--- src/core/rcr_consts.svh ---
// Register offsets, field positions and reset values of the reset cause recorder.
`ifndef RCR_CONSTS_SVH
`define RCR_CONSTS_SVH

// ****************************************************************
// Bus geometry
// ****************************************************************
`define RCR_ADDR_W 8
`define RCR_DATA_W 32
`define RCR_STRB_W 4

// ****************************************************************
// Register byte offsets
// ****************************************************************
`define RCR_OFF_CTRL 8'h00
`define RCR_OFF_IRQ_STATUS 8'h04
`define RCR_OFF_IRQ_ENABLE 8'h08
`define RCR_OFF_IRQ_CLEAR 8'h0C

// ****************************************************************
// Field positions of the reset cause control register
// ****************************************************************
`define RCR_CTRL_W 10
`define RCR_BIT_CFG_MISMATCH 9
`define RCR_BIT_KEEP_ON 8
`define RCR_BIT_PIN_RESET 7
`define RCR_BIT_SOFT_RESET 6
`define RCR_BIT_WATCHDOG 4
`define RCR_BIT_WAKE_SLEEP 3
`define RCR_BIT_WAKE_IDLE 2
`define RCR_BIT_BROWNOUT 1
`define RCR_BIT_POWER_ON 0
`define RCR_EVT_W 8

// ****************************************************************
// Reset values, masks and bus answers
// ****************************************************************
`define RCR_CTRL_RESET 10'h003
`define RCR_CTRL_IMPL_MASK 10'h3DF
`define RCR_EVENT_MASK 10'h2DF
`define RCR_RESP_OKAY 2'b00
`define RCR_RESP_DECERR 2'b11

`endif

--- src/core/rcr_pkg.sv ---
// Types shared by the reset cause recorder modules.
package rcr_pkg;

  typedef enum logic [1:0] {
    RCR_WR_IDLE = 2'b01,
    RCR_WR_RESP = 2'b10
  } rcr_wr_state_e;

  typedef enum logic [1:0] {
    RCR_RD_IDLE = 2'b01,
    RCR_RD_RESP = 2'b10
  } rcr_rd_state_e;

endpackage

--- src/core/rcr_flag_if.sv ---
// Interface between the register logic and a bank of sticky flags.
`timescale 1ns/100ps
`default_nettype none

interface rcr_flag_if #(
  parameter int W = 10
);
  logic [W-1:0] set;
  logic wr_en;
  logic [W-1:0] wr_data;
  logic [W-1:0] wr_mask;
  logic [W-1:0] q;

  modport bank (
    input set,
    input wr_en,
    input wr_data,
    input wr_mask,
    output q
  );

  modport ctrl (
    output set,
    output wr_en,
    output wr_data,
    output wr_mask,
    input q
  );
endinterface

`default_nettype wire

--- src/core/rcr_event_pulse.sv ---
// Turns event levels into one-cycle pulses on their rising edges.
`timescale 1ns/100ps
`default_nettype none

module rcr_event_pulse #(
  parameter int W = 8
) (
  input wire logic clk_sys,
  input wire logic rstn,
  input wire logic [W-1:0] level,
  output logic [W-1:0] pulse
);

  logic [W-1:0] prev_q;
  logic [W-1:0] pulse_q;
  logic [W-1:0] rise;

  // A level that stays high counts once, so a held source cannot pin a flag.
  assign rise = level & ~prev_q;

  always_ff @(posedge clk_sys) begin
    if (!rstn) begin
      prev_q <= '0;
      pulse_q <= '0;
    end else begin
      prev_q <= level;
      pulse_q <= rise;
    end
  end

  assign pulse = pulse_q;

endmodule // rcr_event_pulse

`default_nettype wire

--- src/core/rcr_sticky_bank.sv ---
// Bank of sticky flags that hardware sets and software loads or clears.
`timescale 1ns/100ps
`default_nettype none

module rcr_sticky_bank #(
  parameter int W = 10,
  parameter logic [W-1:0] RESET_VAL = '0,
  parameter bit CLEAR_ON_ONE = 1'b0
) (
  input wire logic clk_sys,
  input wire logic rstn,
  rcr_flag_if.bank fl
);

  logic [W-1:0] q_q;
  logic [W-1:0] q_d;
  logic [W-1:0] lane;
  logic [W-1:0] written;

  assign lane = fl.wr_en ? fl.wr_mask : '0;
  assign written = CLEAR_ON_ONE ? (q_q & ~fl.wr_data) : fl.wr_data;
  // The set term is ORed over both write terms so that an event beats a clear in one cycle.
  assign q_d = fl.set | (lane & written) | (~lane & q_q);

  always_ff @(posedge clk_sys) begin
    if (!rstn) begin
      q_q <= RESET_VAL;
    end else begin
      q_q <= q_d;
    end
  end

  assign fl.q = q_q;

endmodule // rcr_sticky_bank

`default_nettype wire

--- src/core/rcr_top.sv ---
// Reset cause recorder: sticky reset and wake flags behind an AXI4-Lite slave.
//
// Overview of operation
// - Set flag bit 9 on a configuration mismatch reset, otherwise leave clear.
// - Bit 8 is writable; one keeps the regulator on in sleep.
// - Set flag bit 7 on every reset from the master clear pin.
// - Set flag bit 6 whenever a software reset is executed.
// - Set flag bit 4 whenever the watchdog timer expires.
// - Set flag bit 3 on leaving sleep mode.
// - Set flag bit 2 on leaving idle mode.
// - Set flag bit 1 whenever a brown-out reset occurs.
// - Set flag bit 0 whenever a power-on reset occurs.
// - Bits 31 to 10 and bit 5 are unimplemented and read zero.
// - Flags are read/write by software, set by hardware, and sticky.
//
// Decided for this implementation: the AXI4-Lite register port and the address map.
`timescale 1ns/100ps
`default_nettype none
`include "rcr_consts.svh"

module rcr_top (
  input wire logic clk_sys,
  input wire logic rstn,
  // AXI4-Lite write address channel.
  input wire logic s_axi_awvalid,
  output logic s_axi_awready,
  input wire logic [`RCR_ADDR_W-1:0] s_axi_awaddr,
  // AXI4-Lite write data channel.
  input wire logic s_axi_wvalid,
  output logic s_axi_wready,
  input wire logic [`RCR_DATA_W-1:0] s_axi_wdata,
  input wire logic [`RCR_STRB_W-1:0] s_axi_wstrb,
  // AXI4-Lite write response channel.
  output logic s_axi_bvalid,
  input wire logic s_axi_bready,
  output logic [1:0] s_axi_bresp,
  // AXI4-Lite read address channel.
  input wire logic s_axi_arvalid,
  output logic s_axi_arready,
  input wire logic [`RCR_ADDR_W-1:0] s_axi_araddr,
  // AXI4-Lite read data channel.
  output logic s_axi_rvalid,
  input wire logic s_axi_rready,
  output logic [`RCR_DATA_W-1:0] s_axi_rdata,
  output logic [1:0] s_axi_rresp,
  // Reset and power mode event sources, active high levels.
  input wire logic evt_config_mismatch,
  input wire logic evt_master_clear_pin,
  input wire logic evt_soft_reset,
  input wire logic evt_watchdog_expiry,
  input wire logic evt_wake_sleep,
  input wire logic evt_wake_idle,
  input wire logic evt_brownout,
  input wire logic evt_power_on,
  // Power control and interrupt outputs.
  output logic regulator_standby_keep_on,
  output logic irq
);

  // ****************************************************************
  // Declarations
  // ****************************************************************
  localparam int CW = `RCR_CTRL_W;
  localparam int PAD_W = `RCR_DATA_W - `RCR_CTRL_W;

  rcr_pkg::rcr_wr_state_e wr_state_q;
  rcr_pkg::rcr_wr_state_e wr_state_d;
  rcr_pkg::rcr_rd_state_e rd_state_q;
  rcr_pkg::rcr_rd_state_e rd_state_d;

  logic aw_got_q;
  logic w_got_q;
  logic [`RCR_ADDR_W-1:0] awaddr_q;
  logic [`RCR_DATA_W-1:0] wdata_q;
  logic [`RCR_STRB_W-1:0] wstrb_q;
  logic [1:0] bresp_q;
  logic [`RCR_DATA_W-1:0] rdata_q;
  logic [1:0] rresp_q;
  logic [CW-1:0] enable_q;
  logic [CW-1:0] enable_d;
  logic irq_q;

  logic aw_fire;
  logic w_fire;
  logic b_fire;
  logic ar_fire;
  logic r_fire;
  logic wr_commit;

  logic [`RCR_ADDR_W-1:0] wr_word;
  logic wr_sel_ctrl;
  logic wr_sel_status;
  logic wr_sel_enable;
  logic wr_sel_clear;
  logic wr_mapped;
  logic [CW-1:0] wr_lanes;
  logic [CW-1:0] wr_bits;

  logic [`RCR_ADDR_W-1:0] rd_word;
  logic rd_sel_ctrl;
  logic rd_sel_status;
  logic rd_sel_enable;
  logic rd_sel_clear;
  logic rd_mapped;
  logic [CW-1:0] rd_field;

  logic [`RCR_EVT_W-1:0] evt_level;
  logic [`RCR_EVT_W-1:0] evt_pulse;
  logic [CW-1:0] evt_bits;
  logic [CW-1:0] status;

  rcr_flag_if #(.W(CW)) ctrl_fl ();
  rcr_flag_if #(.W(CW)) stat_fl ();

  // ****************************************************************
  // Event capture
  // ****************************************************************
  assign evt_level = {evt_config_mismatch, evt_master_clear_pin,
                      evt_soft_reset, evt_watchdog_expiry, evt_wake_sleep,
                      evt_wake_idle, evt_brownout, evt_power_on};

  rcr_event_pulse #(
    .W(`RCR_EVT_W)
  ) u_event_pulse (
    .clk_sys(clk_sys),
    .rstn(rstn),
    .level(evt_level),
    .pulse(evt_pulse)
  );

  // Each pulse lands on its own flag position; bits 8 and 5 have no event.
  always_comb begin
    evt_bits = '0;
    evt_bits[`RCR_BIT_CFG_MISMATCH] = evt_pulse[7];
    evt_bits[`RCR_BIT_PIN_RESET] = evt_pulse[6];
    evt_bits[`RCR_BIT_SOFT_RESET] = evt_pulse[5];
    evt_bits[`RCR_BIT_WATCHDOG] = evt_pulse[4];
    evt_bits[`RCR_BIT_WAKE_SLEEP] = evt_pulse[3];
    evt_bits[`RCR_BIT_WAKE_IDLE] = evt_pulse[2];
    evt_bits[`RCR_BIT_BROWNOUT] = evt_pulse[1];
    evt_bits[`RCR_BIT_POWER_ON] = evt_pulse[0];
  end

  // ****************************************************************
  // Write channel
  // ****************************************************************
  // Address and data are parked independently, so the master may offer
  // them in either order; the register update waits for both.
  assign s_axi_awready = (wr_state_q == rcr_pkg::RCR_WR_IDLE) && !aw_got_q;
  assign s_axi_wready = (wr_state_q == rcr_pkg::RCR_WR_IDLE) && !w_got_q;
  assign aw_fire = s_axi_awvalid && s_axi_awready;
  assign w_fire = s_axi_wvalid && s_axi_wready;
  assign b_fire = s_axi_bvalid && s_axi_bready;
  assign wr_commit = (wr_state_q == rcr_pkg::RCR_WR_IDLE) && aw_got_q &&
                     w_got_q;

  assign wr_word = {awaddr_q[`RCR_ADDR_W-1:2], 2'b00};
  assign wr_sel_ctrl = (wr_word == `RCR_OFF_CTRL);
  assign wr_sel_status = (wr_word == `RCR_OFF_IRQ_STATUS);
  assign wr_sel_enable = (wr_word == `RCR_OFF_IRQ_ENABLE);
  assign wr_sel_clear = (wr_word == `RCR_OFF_IRQ_CLEAR);
  assign wr_mapped = wr_sel_ctrl || wr_sel_status || wr_sel_enable ||
                     wr_sel_clear;

  // The ten live bits span byte lanes 0 and 1.
  assign wr_lanes = {{(CW - 8){wstrb_q[1]}}, {8{wstrb_q[0]}}};
  assign wr_bits = wdata_q[CW-1:0];

  always_comb begin
    wr_state_d = wr_state_q;
    unique case (wr_state_q)
      rcr_pkg::RCR_WR_IDLE: begin
        if (wr_commit) begin
          wr_state_d = rcr_pkg::RCR_WR_RESP;
        end
      end
      rcr_pkg::RCR_WR_RESP: begin
        if (b_fire) begin
          wr_state_d = rcr_pkg::RCR_WR_IDLE;
        end
      end
      default: begin
        wr_state_d = rcr_pkg::RCR_WR_IDLE;
      end
    endcase
  end

  always_ff @(posedge clk_sys) begin
    if (!rstn) begin
      wr_state_q <= rcr_pkg::RCR_WR_IDLE;
      aw_got_q <= 1'b0;
      w_got_q <= 1'b0;
      bresp_q <= `RCR_RESP_OKAY;
    end else begin
      wr_state_q <= wr_state_d;
      aw_got_q <= (aw_got_q || aw_fire) && !wr_commit;
      w_got_q <= (w_got_q || w_fire) && !wr_commit;
      if (wr_commit) begin
        bresp_q <= wr_mapped ? `RCR_RESP_OKAY : `RCR_RESP_DECERR;
      end
    end
  end

  // Payload holders carry no reset; they are only read after a transfer.
  always_ff @(posedge clk_sys) begin
    if (aw_fire) begin
      awaddr_q <= s_axi_awaddr;
    end
    if (w_fire) begin
      wdata_q <= s_axi_wdata;
      wstrb_q <= s_axi_wstrb;
    end
  end

  assign s_axi_bvalid = (wr_state_q == rcr_pkg::RCR_WR_RESP);
  assign s_axi_bresp = bresp_q;

  // ****************************************************************
  // Reset cause flags and regulator control
  // ****************************************************************
  // Software writes load the flags directly, so it may clear or set any
  // of them; the brown-out and power-on flags stay set until software
  // clears them, which it must do to see the next such reset.
  assign ctrl_fl.set = evt_bits;
  assign ctrl_fl.wr_en = wr_commit && wr_sel_ctrl;
  assign ctrl_fl.wr_data = wr_bits & `RCR_CTRL_IMPL_MASK;
  assign ctrl_fl.wr_mask = wr_lanes & `RCR_CTRL_IMPL_MASK;

  // Reset acts as the power-on reset, so the power flags come up set.
  rcr_sticky_bank #(
    .W(CW),
    .RESET_VAL(`RCR_CTRL_RESET),
    .CLEAR_ON_ONE(1'b0)
  ) u_ctrl_bank (
    .clk_sys(clk_sys),
    .rstn(rstn),
    .fl(ctrl_fl)
  );

  assign regulator_standby_keep_on = ctrl_fl.q[`RCR_BIT_KEEP_ON];

  // ****************************************************************
  // Interrupt status, enable and clear
  // ****************************************************************
  // Status is read-only; ones written to the clear register drop bits.
  assign stat_fl.set = evt_bits;
  assign stat_fl.wr_en = wr_commit && wr_sel_clear;
  assign stat_fl.wr_data = wr_bits;
  assign stat_fl.wr_mask = wr_lanes & `RCR_EVENT_MASK;

  rcr_sticky_bank #(
    .W(CW),
    .RESET_VAL('0),
    .CLEAR_ON_ONE(1'b1)
  ) u_status_bank (
    .clk_sys(clk_sys),
    .rstn(rstn),
    .fl(stat_fl)
  );

  assign status = stat_fl.q;
  assign enable_d = ((wr_commit && wr_sel_enable) ?
                     ((wr_lanes & wr_bits) | (~wr_lanes & enable_q)) :
                     enable_q) & `RCR_EVENT_MASK;

  always_ff @(posedge clk_sys) begin
    if (!rstn) begin
      enable_q <= '0;
      irq_q <= 1'b0;
    end else begin
      enable_q <= enable_d;
      irq_q <= |(status & enable_q);
    end
  end

  assign irq = irq_q;

  // ****************************************************************
  // Read channel
  // ****************************************************************
  assign s_axi_arready = (rd_state_q == rcr_pkg::RCR_RD_IDLE);
  assign ar_fire = s_axi_arvalid && s_axi_arready;
  assign r_fire = s_axi_rvalid && s_axi_rready;

  assign rd_word = {s_axi_araddr[`RCR_ADDR_W-1:2], 2'b00};
  assign rd_sel_ctrl = (rd_word == `RCR_OFF_CTRL);
  assign rd_sel_status = (rd_word == `RCR_OFF_IRQ_STATUS);
  assign rd_sel_enable = (rd_word == `RCR_OFF_IRQ_ENABLE);
  assign rd_sel_clear = (rd_word == `RCR_OFF_IRQ_CLEAR);
  assign rd_mapped = rd_sel_ctrl || rd_sel_status || rd_sel_enable ||
                     rd_sel_clear;

  // The clear register is write-only and reads as zero.
  assign rd_field = rd_sel_ctrl ?
                    (ctrl_fl.q & `RCR_CTRL_IMPL_MASK) :
                    rd_sel_status ? status :
                    rd_sel_enable ? enable_q :
                    '0;

  always_comb begin
    rd_state_d = rd_state_q;
    unique case (rd_state_q)
      rcr_pkg::RCR_RD_IDLE: begin
        if (ar_fire) begin
          rd_state_d = rcr_pkg::RCR_RD_RESP;
        end
      end
      rcr_pkg::RCR_RD_RESP: begin
        if (r_fire) begin
          rd_state_d = rcr_pkg::RCR_RD_IDLE;
        end
      end
      default: begin
        rd_state_d = rcr_pkg::RCR_RD_IDLE;
      end
    endcase
  end

  always_ff @(posedge clk_sys) begin
    if (!rstn) begin
      rd_state_q <= rcr_pkg::RCR_RD_IDLE;
      rdata_q <= '0;
      rresp_q <= `RCR_RESP_OKAY;
    end else begin
      rd_state_q <= rd_state_d;
      if (ar_fire) begin
        rdata_q <= {{PAD_W{1'b0}}, rd_field};
        rresp_q <= rd_mapped ? `RCR_RESP_OKAY : `RCR_RESP_DECERR;
      end
    end
  end

  assign s_axi_rvalid = (rd_state_q == rcr_pkg::RCR_RD_RESP);
  assign s_axi_rdata = rdata_q;
  assign s_axi_rresp = rresp_q;

endmodule // rcr_top

`default_nettype wire

--- config.mk ---
export PLATFORM = sky130hd
export DESIGN_NAME = rcr_top
export DESIGN_NICKNAME = d
export VERILOG_FILES = /design/src/core/rcr_pkg.sv /design/src/core/rcr_flag_if.sv /design/src/core/rcr_event_pulse.sv /design/src/core/rcr_sticky_bank.sv /design/src/core/rcr_top.sv
export VERILOG_INCLUDE_DIRS = /design/src /design/src/core
export SDC_FILE = /design/constraint.sdc
export NUM_CORES = 1
export LEC_CHECK = 0
export BUFFER_PORTS_ARGS = -buffer_cell sky130_fd_sc_hd__buf_4
export CAP_MARGIN = 20
export CORE_MARGIN = 3
export CORE_UTILIZATION = 30
export DETAILED_ROUTE_END_ITERATION = 10
export PLACE_DENSITY_LB_ADDON = 0.3
export SETUP_SLACK_MARGIN = 0.1
export SLEW_MARGIN = 20
export SYNTH_ARGS = -nofsm -noshare
export SYNTH_HDL_FRONTEND = slang
export SYNTH_HIERARCHICAL = 1
export SYNTH_SLANG_ARGS = --single-unit
--- constraint.sdc ---
create_clock -name clk_sys -period 3.1 [get_ports clk_sys]
set_clock_uncertainty 0.15 [all_clocks]
set_input_delay 0.31 -clock clk_sys [delete_from_list [all_inputs] [get_ports clk_sys]]
set_output_delay 0.31 -clock clk_sys [all_outputs]
set_load 0.05 [all_outputs]
Yosys cells after proc, flatten, opt, wreduce, memory -nomap -nowiden
Index checks and enable logic that the tools add are counted. Widths: inputs -> output; s select.

Register bits after elaboration: 87. Input port bits: 67. Output and inout bits: 43. Logic and storage cells: 93.

Reductions and logical operators: 30. Eq/ne operators: 14. Multiplexer cells: 13. Bitwise operators: 19.

Operators by type and width (count): $and 10x10->10 (8); $mux 10 (5); $or 10x10->10 (5); $not 10->10 (4); $eq 6x2->1 const B (4); $logic_not 8->1 (2); $logic_and 1x1->1 (14); $eq 6x1->1 const B (2); $mux 2 (6); $reduce_or 10->1 (1); $and 8x8->8 (1); $logic_or 1x1->1 (8); $not 8->8 (1); $pmux 2 s2 (2); $ne 2x1->1 const B (3); $eq 2x1->1 const B (2); $eq 2x2->1 const B (2); $reduce_and 2->1 (2); $logic_not 1->1 (3); $ne 2x2->1 const B (1).

Logic depth before layout (Yosys ltp)
Gate-level depths: netlist (run 1).

Depth in word-level cells: 8. Gate-level depth with buffers: 6. Mapped depth without buffers: 5.

By module
Netlist (run 1), hierarchy kept.

By module, submodules not included: rcr_top (cells an instance 186, seq. area each 1081.0 µm², area an instance 2010.7 µm², instances 1); rcr_event_pulse (cells an instance 33, seq. area each 320.3 µm², area an instance 466.7 µm², instances 1); rcr_sticky_bank (u_status_bank) (cells an instance 41, seq. area each 200.2 µm², area an instance 455.4 µm², instances 1); rcr_sticky_bank (u_ctrl_bank) (cells an instance 43, seq. area each 200.2 µm², area an instance 454.2 µm², instances 1).

Worst setup path before layout (run 1)
OpenSTA, ideal clock, no wires.

Path type: register to register. Start point: register w_got_q. End point: register wdata_q[0], enable pin. Path slack: 0.850 ns. Clock period less this slack: 2.250 ns. Data arrival time: 1.684 ns. Stages on the path, launching flop included: 2. Buffers on the path: 0. Setup time: 0.416 ns. Required time: 2.534 ns. Cell sequence: dfxtp_1 > nor4bb_1.

Cells in the longest elaborated chain, start to end: 3.

RTL lines: from (decl) (RTL line rcr_top.sv:72) `logic w_got_q;`; from (signal assigned) (RTL line rcr_top.sv:197) `w_got_q <= (w_got_q || w_fire) && !wr_commit;`; $logic_not 1->1 (RTL line rcr_top.sv:150) `assign s_axi_wready = (wr_state_q == rcr_pkg::RCR_WR_IDLE) && !w_got_q;`; $logic_and 1x1->1 (RTL line rcr_top.sv:150); $logic_and 1x1->1 (RTL line rcr_top.sv:152) `assign w_fire = s_axi_wvalid && s_axi_wready;`; net w_fire (RTL line rcr_top.sv:84) `logic w_fire;`; to (signal assigned) (RTL line rcr_top.sv:210) `wdata_q <= s_axi_wdata;`; to (decl) (RTL line rcr_top.sv:74) `` logic [`RCR_DATA_W-1:0] wdata_q; ``.

The timed path passes the listed nets, and every way through them passes these cells. A chain may end at the register's enable or synchronous reset.

Final worst setup path (run 1)
Start point: register awaddr_q[5]. End point: register u_ctrl_bank.q_q[3], in the netlist u_ctrl_bank/fl.q[3].

Cells in the longest elaborated chain, start to end: 6. Elaborated cells between the ends (all ways): 8. Those cells by class: mux: 1; bitwise: 5; reduce/logical: 2.

RTL lines: from (decl) (RTL line rcr_top.sv:73) `` logic [`RCR_ADDR_W-1:0] awaddr_q; ``; from (signal assigned) (RTL line rcr_top.sv:207) `awaddr_q <= s_axi_awaddr;`; $logic_not 8->1 (no line) (*); $logic_and 1x1->1 (*) (RTL line rcr_top.sv:225) `assign ctrl_fl.wr_en = wr_commit && wr_sel_ctrl;`; net ctrl_fl.wr_en (RTL line rcr_flag_if.sv:9) `logic wr_en;`; $mux 10 (*) (RTL line rcr_sticky_bank.sv:20) `assign lane = fl.wr_en ? fl.wr_mask : '0;`; $and 10x10->10 / $not 10->10 (equally long branches) (RTL line rcr_sticky_bank.sv:23) `assign q_d = fl.set | (lane & written) | (~lane & q_q);`; $or 10x10->10 / $and 10x10->10 (equally long branches) (RTL line rcr_sticky_bank.sv:23); $or 10x10->10 (*) (RTL line rcr_sticky_bank.sv:23); to (signal assigned) (RTL line rcr_sticky_bank.sv:29) `q_q <= q_d;`; to (decl) (RTL line rcr_sticky_bank.sv:15) `logic [W-1:0] q_q;`.

Mark *: on every way through the listed nets, which the timed path passes. The rest lies on a longest branch.

==> impl_metrics.yaml, run 1 <==
outcome:
  status: "completed"
placement:
  dp.final_hpwl_microns: 4940
  gp_congestion: 0.767
  place_inst: 490
  io_buffer_count: 59
clock_tree:
  cts_sinks: 80
  cts_tree: "done"
  clock-root-buffer: "clkbuf_8"
  cts_max_path_buffers: 2
  cts_made_buffers: 9
  ctsResizeCount: 0
  postCtsSetupBuffers: 0
  clk_pin_slew_ns: 0.08
  insertion_delay_ns: 0.34
  cts_max_level: 3
sta:
  final_hold_viol_count: 0
  fin_tns_setup_ns: 0
  rsz0062_at_grt: "no"
  period_share_pct: 75.4
  drv_slew: 0
  slew_headroom_pct: 34.2
  setup_viol: 0
  max_slew.worst_pin.slew_ns: 0.984
  period_minus_slack_ns: 2.34
  max_freq_mhz: 428
routing:
  first_pass_iters: 4
  detail_route.vias_per_cell: 4.54
  vias: 2380
  wl_microns: 7090
  drc: 0
  routedWlPerCell_microns: 13.5
  drtIter0Drc: 71
  ant_nets: 0
global_route:
  antenna_found_initial: 0
  grt_pass1_wl_microns: 11800
  grt_max_degree: 67
  grt_pass1_vias: 2332
  grt_usage_pct: 11.9
  grt-ovfl-total: 0
pwr:
  p_clk_share_pct: 37.9
  peakVddDrop_mv: 0.316
  power.internal_uw: 1770
  leakage_uw: 0.00174
  powerDensity_nw_per_um2: 552
  comb_power_share_pct: 12.4
  p_sw_uw: 584
  seq_power_share_pct: 49.7
  swShare_pct: 24.8
logic_synthesis:
  netlist_area_sq_um: 3340
  avgSynthCellArea_sq_um: 11.2
  syn_inst: 299
  yosys_warnings: 6
die:
  core_area_sq_um: 10600
  die_h_microns: 112
  start_util_pct: 31.5
  pin_count: 110
  die_w_microns: 112
  num_rows: 37
  die_area_sq_um: 12500
setup_path:
  timing.rr.start: "awaddr_q[5]"
  crit_required_ns: 3.18
  crit_path_end_kind: "flip-flop"
  cp_max_fo: 18
  critPathLaunchType: "flip-flop"
  path_class: "flip-flop to flip-flop"
  arrival_ns: 2.41
  critPathLaunch: "awaddr_q[5]"
layout:
  multiInputGateArea_sq_um: 1380
  final_nets: 450
  fillers: 1056
  final_cells: 524
  areaGrowthSynthToFinish_pct: 27.3
  diodes: 0
  regArea_sq_um: 1780
  drive_gt1_share_pct: 27.1
flow_run:
  maxCapViolCount: 0
worst_hold_path:
  hp-start: "evt_wake_sleep"
  min_path_type: "primary input to flip-flop"
power groups by stage:
| stage | logic [uW] | clock network, uW | registers, uW |
|---|---|---|---|
| final | 291 | 890 | 1170 |
| after detailed placement | 276 | 0 | 1190 |
| after global placement | 271 | 0 | 1190 |
| after floorplan | 209 | 0 | 1190 |
| after global routing | 314 | 972 | 1180 |
| after CTS | 295 | 920 | 1170 |
per-layer routing:
layer | up-vias | global-route usage (%) | wire length (microns)
li1 | 1203 | - | -
met1 | 1095 | 15.6 | 3540
met2 | 78 | 18.3 | 3090
met3 | 4 | 4.46 | 406
met4 | 0 | 3.41 | 57
met5 | - | 0 | 0
layout by cell type, fill, tap and decap left out, types with 10 or more instances in the layout:
master and count:
o21ai_1 10, inv_1 13, o21ai_0 10, nand2_1 27, mux2i_1 17, dfxtp_1 62, buf_4 62, dlygate4sd3_1 18
a41oi_2 10, conb_1 30, edfxtp_1 18, nand3_1 11
sequential cells by signal, summed over array words and instances, names as in the netlist, named ones only:
| name | flops |
|---|---|
| s_axi_rdata | 10 |
| u_status_bank/fl.q | 10 |
| wdata_q | 10 |
| u_ctrl_bank/fl.q | 9 |
| u_event_pulse/prev_q | 8 |
| u_event_pulse/pulse | 8 |
| awaddr_q | 6 |
| rd_state_q | 2 |
| wr_state_q | 2 |
| wstrb_q | 2 |
| aw_got_q | 1 |
| irq | 1 |
| s_axi_bresp | 1 |
| s_axi_rresp | 1 |
| w_got_q | 1 |
stage by stage:
| step | hold slack (ns) | power, uW | util (%) | area (sq um) | setup WS (ns) |
|---|---|---|---|---|---|
| floorplan | 0.259 | 1400 | - | 3450 | 0.850 |
| global placement | 0.294 | 1460 | 36.2 | 3840 | 0.838 |
| detailed placement | 0.305 | 1470 | 36.2 | 3840 | 0.785 |
| CTS | 0.00531 | 2380 | 40.2 | 4260 | 0.757 |
| global route | 0.0100 | 2460 | 40.2 | 4260 | 0.669 |
| finish | 0.0278 | 2350 | 40.2 | 4260 | 0.763 |
layout make-up:
class,count,share of cell area (%)
Timing Repair Buffer,80,15.2
Sequential cell,80,41.8
Tap cell,136,4.00
Inverter,13,1.15
Clock buffer,10,3.00
Clock inverter,6,2.53
Multi-Input combinational cell,199,32.3
worst max-delay path, stage by stage (launching register included):
cell,delay (ns)
edfxtp_1,0.38
or4_4,0.58
or2_2,0.32
nor3_1,0.14
buf_4,0.26
nand2_1,0.08
o311a_1,0.31
timing repair:
item	in CTS	in global routing
setup endpoints to repair	0	0
hold endpoints to repair	18	0
hold buffers	18	0
path summary, 6_finish.rpt:
check,end,slack (ns),cells past startpoint
setup reg to reg,u_ctrl_bank/fl.q[3],0.76,6
setup / recovery,u_ctrl_bank/fl.q[3],0.76,6
hold reg to reg,s_axi_rdata[5],0.31,2
hold / removal,u_event_pulse/prev_q[3],0.03,2
No activity file was read; power rests on OpenSTA's default activity.
==> run 2, diff against run 1 <==
- ABC_AREA: not set -> 1
- clock period: 3.1 -> 2.4 ns (I/O delays scaled with it)
==> run 2 against run 1 <==
  * Non-clock buffer count up 14
  * Critical path depth is the same
  * Synthesized cell count is 39% higher
  * Highest routed layer unchanged
  * Critical endpoint is now u_status_bank/fl.q[7]
==> impl_metrics.yaml, run 2 <==
setup_path:
  path_class: "flip-flop to flip-flop"
  arrival_ns: 1.84
  cp_max_fo: 10
  critPathLaunchType: "flip-flop"
  ff2ff_path_depth: 6
  crit_required_ns: 2.47
  rrSetupSlack_ns: 0.63
  crit_path_end_kind: "flip-flop"
routing:
  ant_nets: 0
  first_pass_iters: 4
  drtIter0Drc: 151
  drc: 0
  wl_microns: 7310
  routedWlPerCell_microns: 11.2
  detail_route.vias_per_cell: 4.28
  vias: 2804
layout:
  layout_common_cells: "buf_4 (66), nand2_1 (64), inv_1 (63), dfxtp_1 (62), nor2_1 (39)"
  final_common_cell: "buf_4"
  multiInputGateArea_sq_um: 1250
  areaGrowthSynthToFinish_pct: 30.8
  fillers: 1121
  final_cells: 655
  diodes: 0
  final_nets: 577
  regArea_sq_um: 1780
  drive_gt1_share_pct: 20.0
sta:
  period_minus_slack_ns: 1.77
  slew_headroom_pct: 48.5
  max_freq_mhz: 564
  setup_viol: 0
  final_hold_viol_count: 0
  fin_tns_setup_ns: 0
  max_slew.worst_pin.slew_ns: 0.772
  period_share_pct: 73.9
  drv_slew: 0
  rsz0062_at_grt: "no"
pwr:
  powerDensity_nw_per_um2: 756
  comb_power_share_pct: 13.8
  peakVddDrop_mv: 0.360
  power.internal_uw: 2540
  leakage_uw: 0.00207
  seq_power_share_pct: 44.2
  p_total_uw: 3450
  p_clk_share_pct: 42.0
  swShare_pct: 26.5
  p_sw_uw: 913
global_route:
  grt_max_degree: 29
  grt_pass1_wl_microns: 12300
  grt_usage_pct: 11.7
  grt_pass1_vias: 2671
  antenna_found_initial: 0
  grt-ovfl-total: 0
clock_tree:
  cts_max_level: 3
  clock-root-buffer: "clkbuf_16"
  ctsResizeCount: 0
  insertion_delay_ns: 0.33
  clk_pin_slew_ns: 0.06
  cts_tree: "done"
  cts_max_path_buffers: 2
  cts_made_buffers: 9
  cts_sinks: 80
logic_synthesis:
  netlist_area_sq_um: 3490
  yosys_warnings: 6
  syn_inst: 417
  avgSynthCellArea_sq_um: 8.37
worst_hold_path:
  min_path_type: "primary input to flip-flop"
  holdPathStages: 3
die:
  pin_count: 110
  die_area_sq_um: 13000
  num_rows: 38
  start_util_pct: 31.5
  die_h_microns: 114
  die_w_microns: 114
  core_area_sq_um: 11100
placement:
  gp_congestion: 0.794
  dp.final_hpwl_microns: 5370
  place_inst: 611
  io_buffer_count: 59
flow_run:
  maxCapViolCount: 0
outcome:
  status: "completed"
==> run 2: layer usage <==
metal / GRT usage [%] / routed length, microns / up-vias
li1: - / - / 1493
met1: 15.1 / 3470 / 1216
met2: 19.1 / 3290 / 85
met3: 3.40 / 452 / 10
met4: 3.48 / 97 / 0
met5: 0 / 0 / -
==> run 2: through the flow <==
step / util [%] / setup slack (ns) / hold slack [ns] / instance area [sq um]
finish: 41.2 / 0.626 / 0.0747 / 4560
global route: 41.2 / 0.391 / 0.0917 / 4560
CTS: 41.2 / 0.612 / 0.0723 / 4560
detailed placement: 35.8 / 0.636 / 0.222 / 3960
global placement: 35.8 / 0.634 / 0.223 / 3960
floorplan: - / 0.323 / 0.189 / 3590
==> run 2: path summary, 6_finish.rpt <==
path | start | endpoint
hold / removal | s_axi_wvalid | w_got_q
setup reg to reg | wr_state_q[0] | u_status_bank/fl.q[7]
hold reg to reg | u_event_pulse/prev_q[1] | u_event_pulse/pulse[1]
setup / recovery | wr_state_q[0] | u_status_bank/fl.q[7]
==> run 2: area by class of cell <==
cell class,count,area share [%]
multi-input combinational,256,27.4
sequential,80,39.0
inverter,69,5.73
clock buffer,9,4.93
tap,140,3.84
clock inverter,7,2.11
timing repair buffer,94,17.0
==> run 2: critical path: stages (launching register included) <==
cell	delay (ns)
dfxtp_1	0.39
nand4_1	0.24
nor2_1	0.20
and3_1	0.40
nand3_1	0.13
nand2_1	0.09
a21oi_1	0.05
==> run 2: power groups by stage <==
| stage | combinational [uW] | clock [uW] | sequential, uW |
|---|---|---|---|
| global route | 518 | 1550 | 1540 |
| global placement | 435 | 0 | 1550 |
| floorplan | 292 | 0 | 1590 |
| finish | 475 | 1450 | 1530 |
| CTS | 479 | 1480 | 1530 |
| detailed placement | 443 | 0 | 1560 |
==> run 2: timing repair <==
action | in CTS | in global routing
endpoints found under the hold margin | 34 | 0
hold buffers | 28 | 0
buffers inserted | 0 | 0
==> run 3, diff against run 2 <==
- ABC_AREA: 1 -> 0
- clock period: 2.4 -> 1.9 ns (I/O delays scaled with it)
==> run 3 against run 2 <==
  * The flow now finishes with violations (setup timing)
  * Register-to-register slack got worse by 0.79 ns
  * Via count is 10% lower
  * Design area is 0.49% higher
  * Final cell count down 15%
  * Wire length grew 0.55%
  * First-iteration DRC count is 25% lower
  * Clock power shrank 7%
  * Critical endpoint is now u_status_bank/fl.q[9]
  * Critical path depth is 1 higher
  * Sequential cell count is the same
  * Critical path type unchanged
  * Highest routed layer unchanged
  * Worst hold slack got worse by 0.057 ns
  * Die area is 3.9% lower
==> impl_metrics.yaml, run 3 (synthesized netlist as in run 1, its figures left out) <==
clock_tree:
  clock-root-buffer: "clkbuf_8"
  cts_max_path_buffers: 2
  cts_sinks: 80
  cts_made_buffers: 9
  clk_pin_slew_ns: 0.08
  cts_max_level: 3
  cts_tree: "done"
  insertion_delay_ns: 0.35
pwr:
  p_total_uw: 3780
  leakage_uw: 0.00191
  powerDensity_nw_per_um2: 825
  peakVddDrop_mv: 0.409
setup_path:
  endpoint: "u_status_bank/fl.q[9]"
  max_stage_delay_ns: 0.54
  r2r-end: "u_status_bank/fl.q[9]"
  cp_max_fo: 5
  critPathLaunchType: "flip-flop"
  crit_chain: "or4_4 -> or2_4 -> buf_4 -> buf_6 -> nor2_4 -> buf_6 -> a41oi_2"
  slowest_stage: "or4_4"
  arrival_ns: 2.13
  rrSetupSlack_ns: -0.16
  crit_required_ns: 1.97
  path_class: "flip-flop to flip-flop"
  ff2ff_path_depth: 7
  path_common_cell: "buf_6"
  crit_path_end_kind: "flip-flop"
  critPathLaunch: "awaddr_q[5]"
  timing.rr.start: "awaddr_q[5]"
global_route:
  grt-ovfl-total: 0
  grt_pass1_wl_microns: 12100
  grt_pass1_vias: 2454
  grt_max_degree: 31
  antenna_found_initial: 0
  grt_usage_pct: 12.0
layout:
  final_common_cell: "buf_4"
  final_nets: 481
  areaGrowthSynthToFinish_pct: 37.1
  regArea_sq_um: 1780
  multiInputGateArea_sq_um: 1410
  final_util_pct: 43.3
  layout_common_cells: "buf_4 (77), dfxtp_1 (62), conb_1 (30), nand2_1 (27), dlygate4sd3_1 (27)"
  drive_gt1_share_pct: 31.3
  fillers: 1035
  diodes: 0
sta:
  fin_tns_setup_ns: -2.36
  setup_ws_ns: -0.164
  period_share_pct: 109
  max_freq_mhz: 484
  drv_slew: 0
  setup_viol: 17
  rsz0062_at_grt: "yes"
  final_hold_viol_count: 0
  whs_ns: 0.0181
  period_minus_slack_ns: 2.06
routing:
  drtIter0Drc: 113
  first_pass_iters: 4
  ant_nets: 0
  vias: 2511
  wl_microns: 7350
  drc: 0
  routedWlPerCell_microns: 13.2
  detail_route.vias_per_cell: 4.52
placement:
  place_ws_ns: -0.219
  io_buffer_count: 59
  gp_congestion: 0.730
  dp.final_hpwl_microns: 5240
die:
  start_util_pct: 31.5
  die_area_sq_um: 12500
  die_h_microns: 112
  core_area_sq_um: 10600
  die_w_microns: 112
  num_rows: 37
  pin_count: 110
outcome:
  status: "finished, violations left"
  violations: "setup timing"
flow_run:
  maxCapViolCount: 0
worst_hold_path:
  hp-start: "s_axi_rready"
  min_path_type: "primary input to flip-flop"
[run 3: what timing repair did]
action                                  in CTS  in global routing
setup buffers                                4                  2
gates cloned                                 1                  0
pin swaps                                    2                  2
endpoints found under the hold margin       36                  0
resized for setup                            7                  3
hold buffers                                27                  0
endpoints found under the setup margin      18                 26
[run 3: per-layer routing]
metal  share of wire [%]  global-route usage [%]
met1                  49                    16.3
met2                  45                    18.9
met3                 4.6                    2.45
met4                 1.3                    4.62
met5                   0                       0
[run 3: area by class of cell]
| type | instances | share of cell area [%] |
|---|---|---|
| flip-flops and latches | 80 | 38.8 |
| multi-input cells | 199 | 30.7 |
| repair buffers | 111 | 20.8 |
| well taps | 136 | 3.71 |
| clock buffers | 11 | 3.55 |
| clock inverters | 5 | 1.34 |
| inverters | 13 | 1.06 |
[run 3: worst min-delay path by stage]
stage | endpoint | slack, ns | cells after the start
6_report | rd_state_q[0] | 0.02 | 3
5_1_grt | u_ctrl_bank/fl.q[7] | 0.09 | 2
4_1_cts | rd_state_q[0] | 0.009 | 3
3_5_place_dp | awaddr_q[2] | 0.22 | 1
3_3_place_gp | awaddr_q[2] | 0.22 | 1
2_1_floorplan | awaddr_q[2] | 0.14 | 0
[run 3: metrics by stage]
step,instance area (sq um),instances
after global routing,4590,555
final,4590,555
after floorplan,3480,328
after detailed placement,4010,506
after global placement,4010,506
after CTS,4570,554
[run 3: worst max-delay path: cells and delay by family (launching register included)]
family / cells / cell delay [ns]
AND/OR/NAND/NOR: 3 / 0.92
AO/OA/AOI/OAI: 1 / 0.12
flip-flops: 1 / 0.36
buffers and inverters: 3 / 0.41
[run 3: power breakdown]
group,internal [uW],switching [uW],leakage [uW],total [uW]
clock network,728,626,0.000111,1350
registers,1830,67.9,0.000681,1900
logic,217,315,0.00112,532
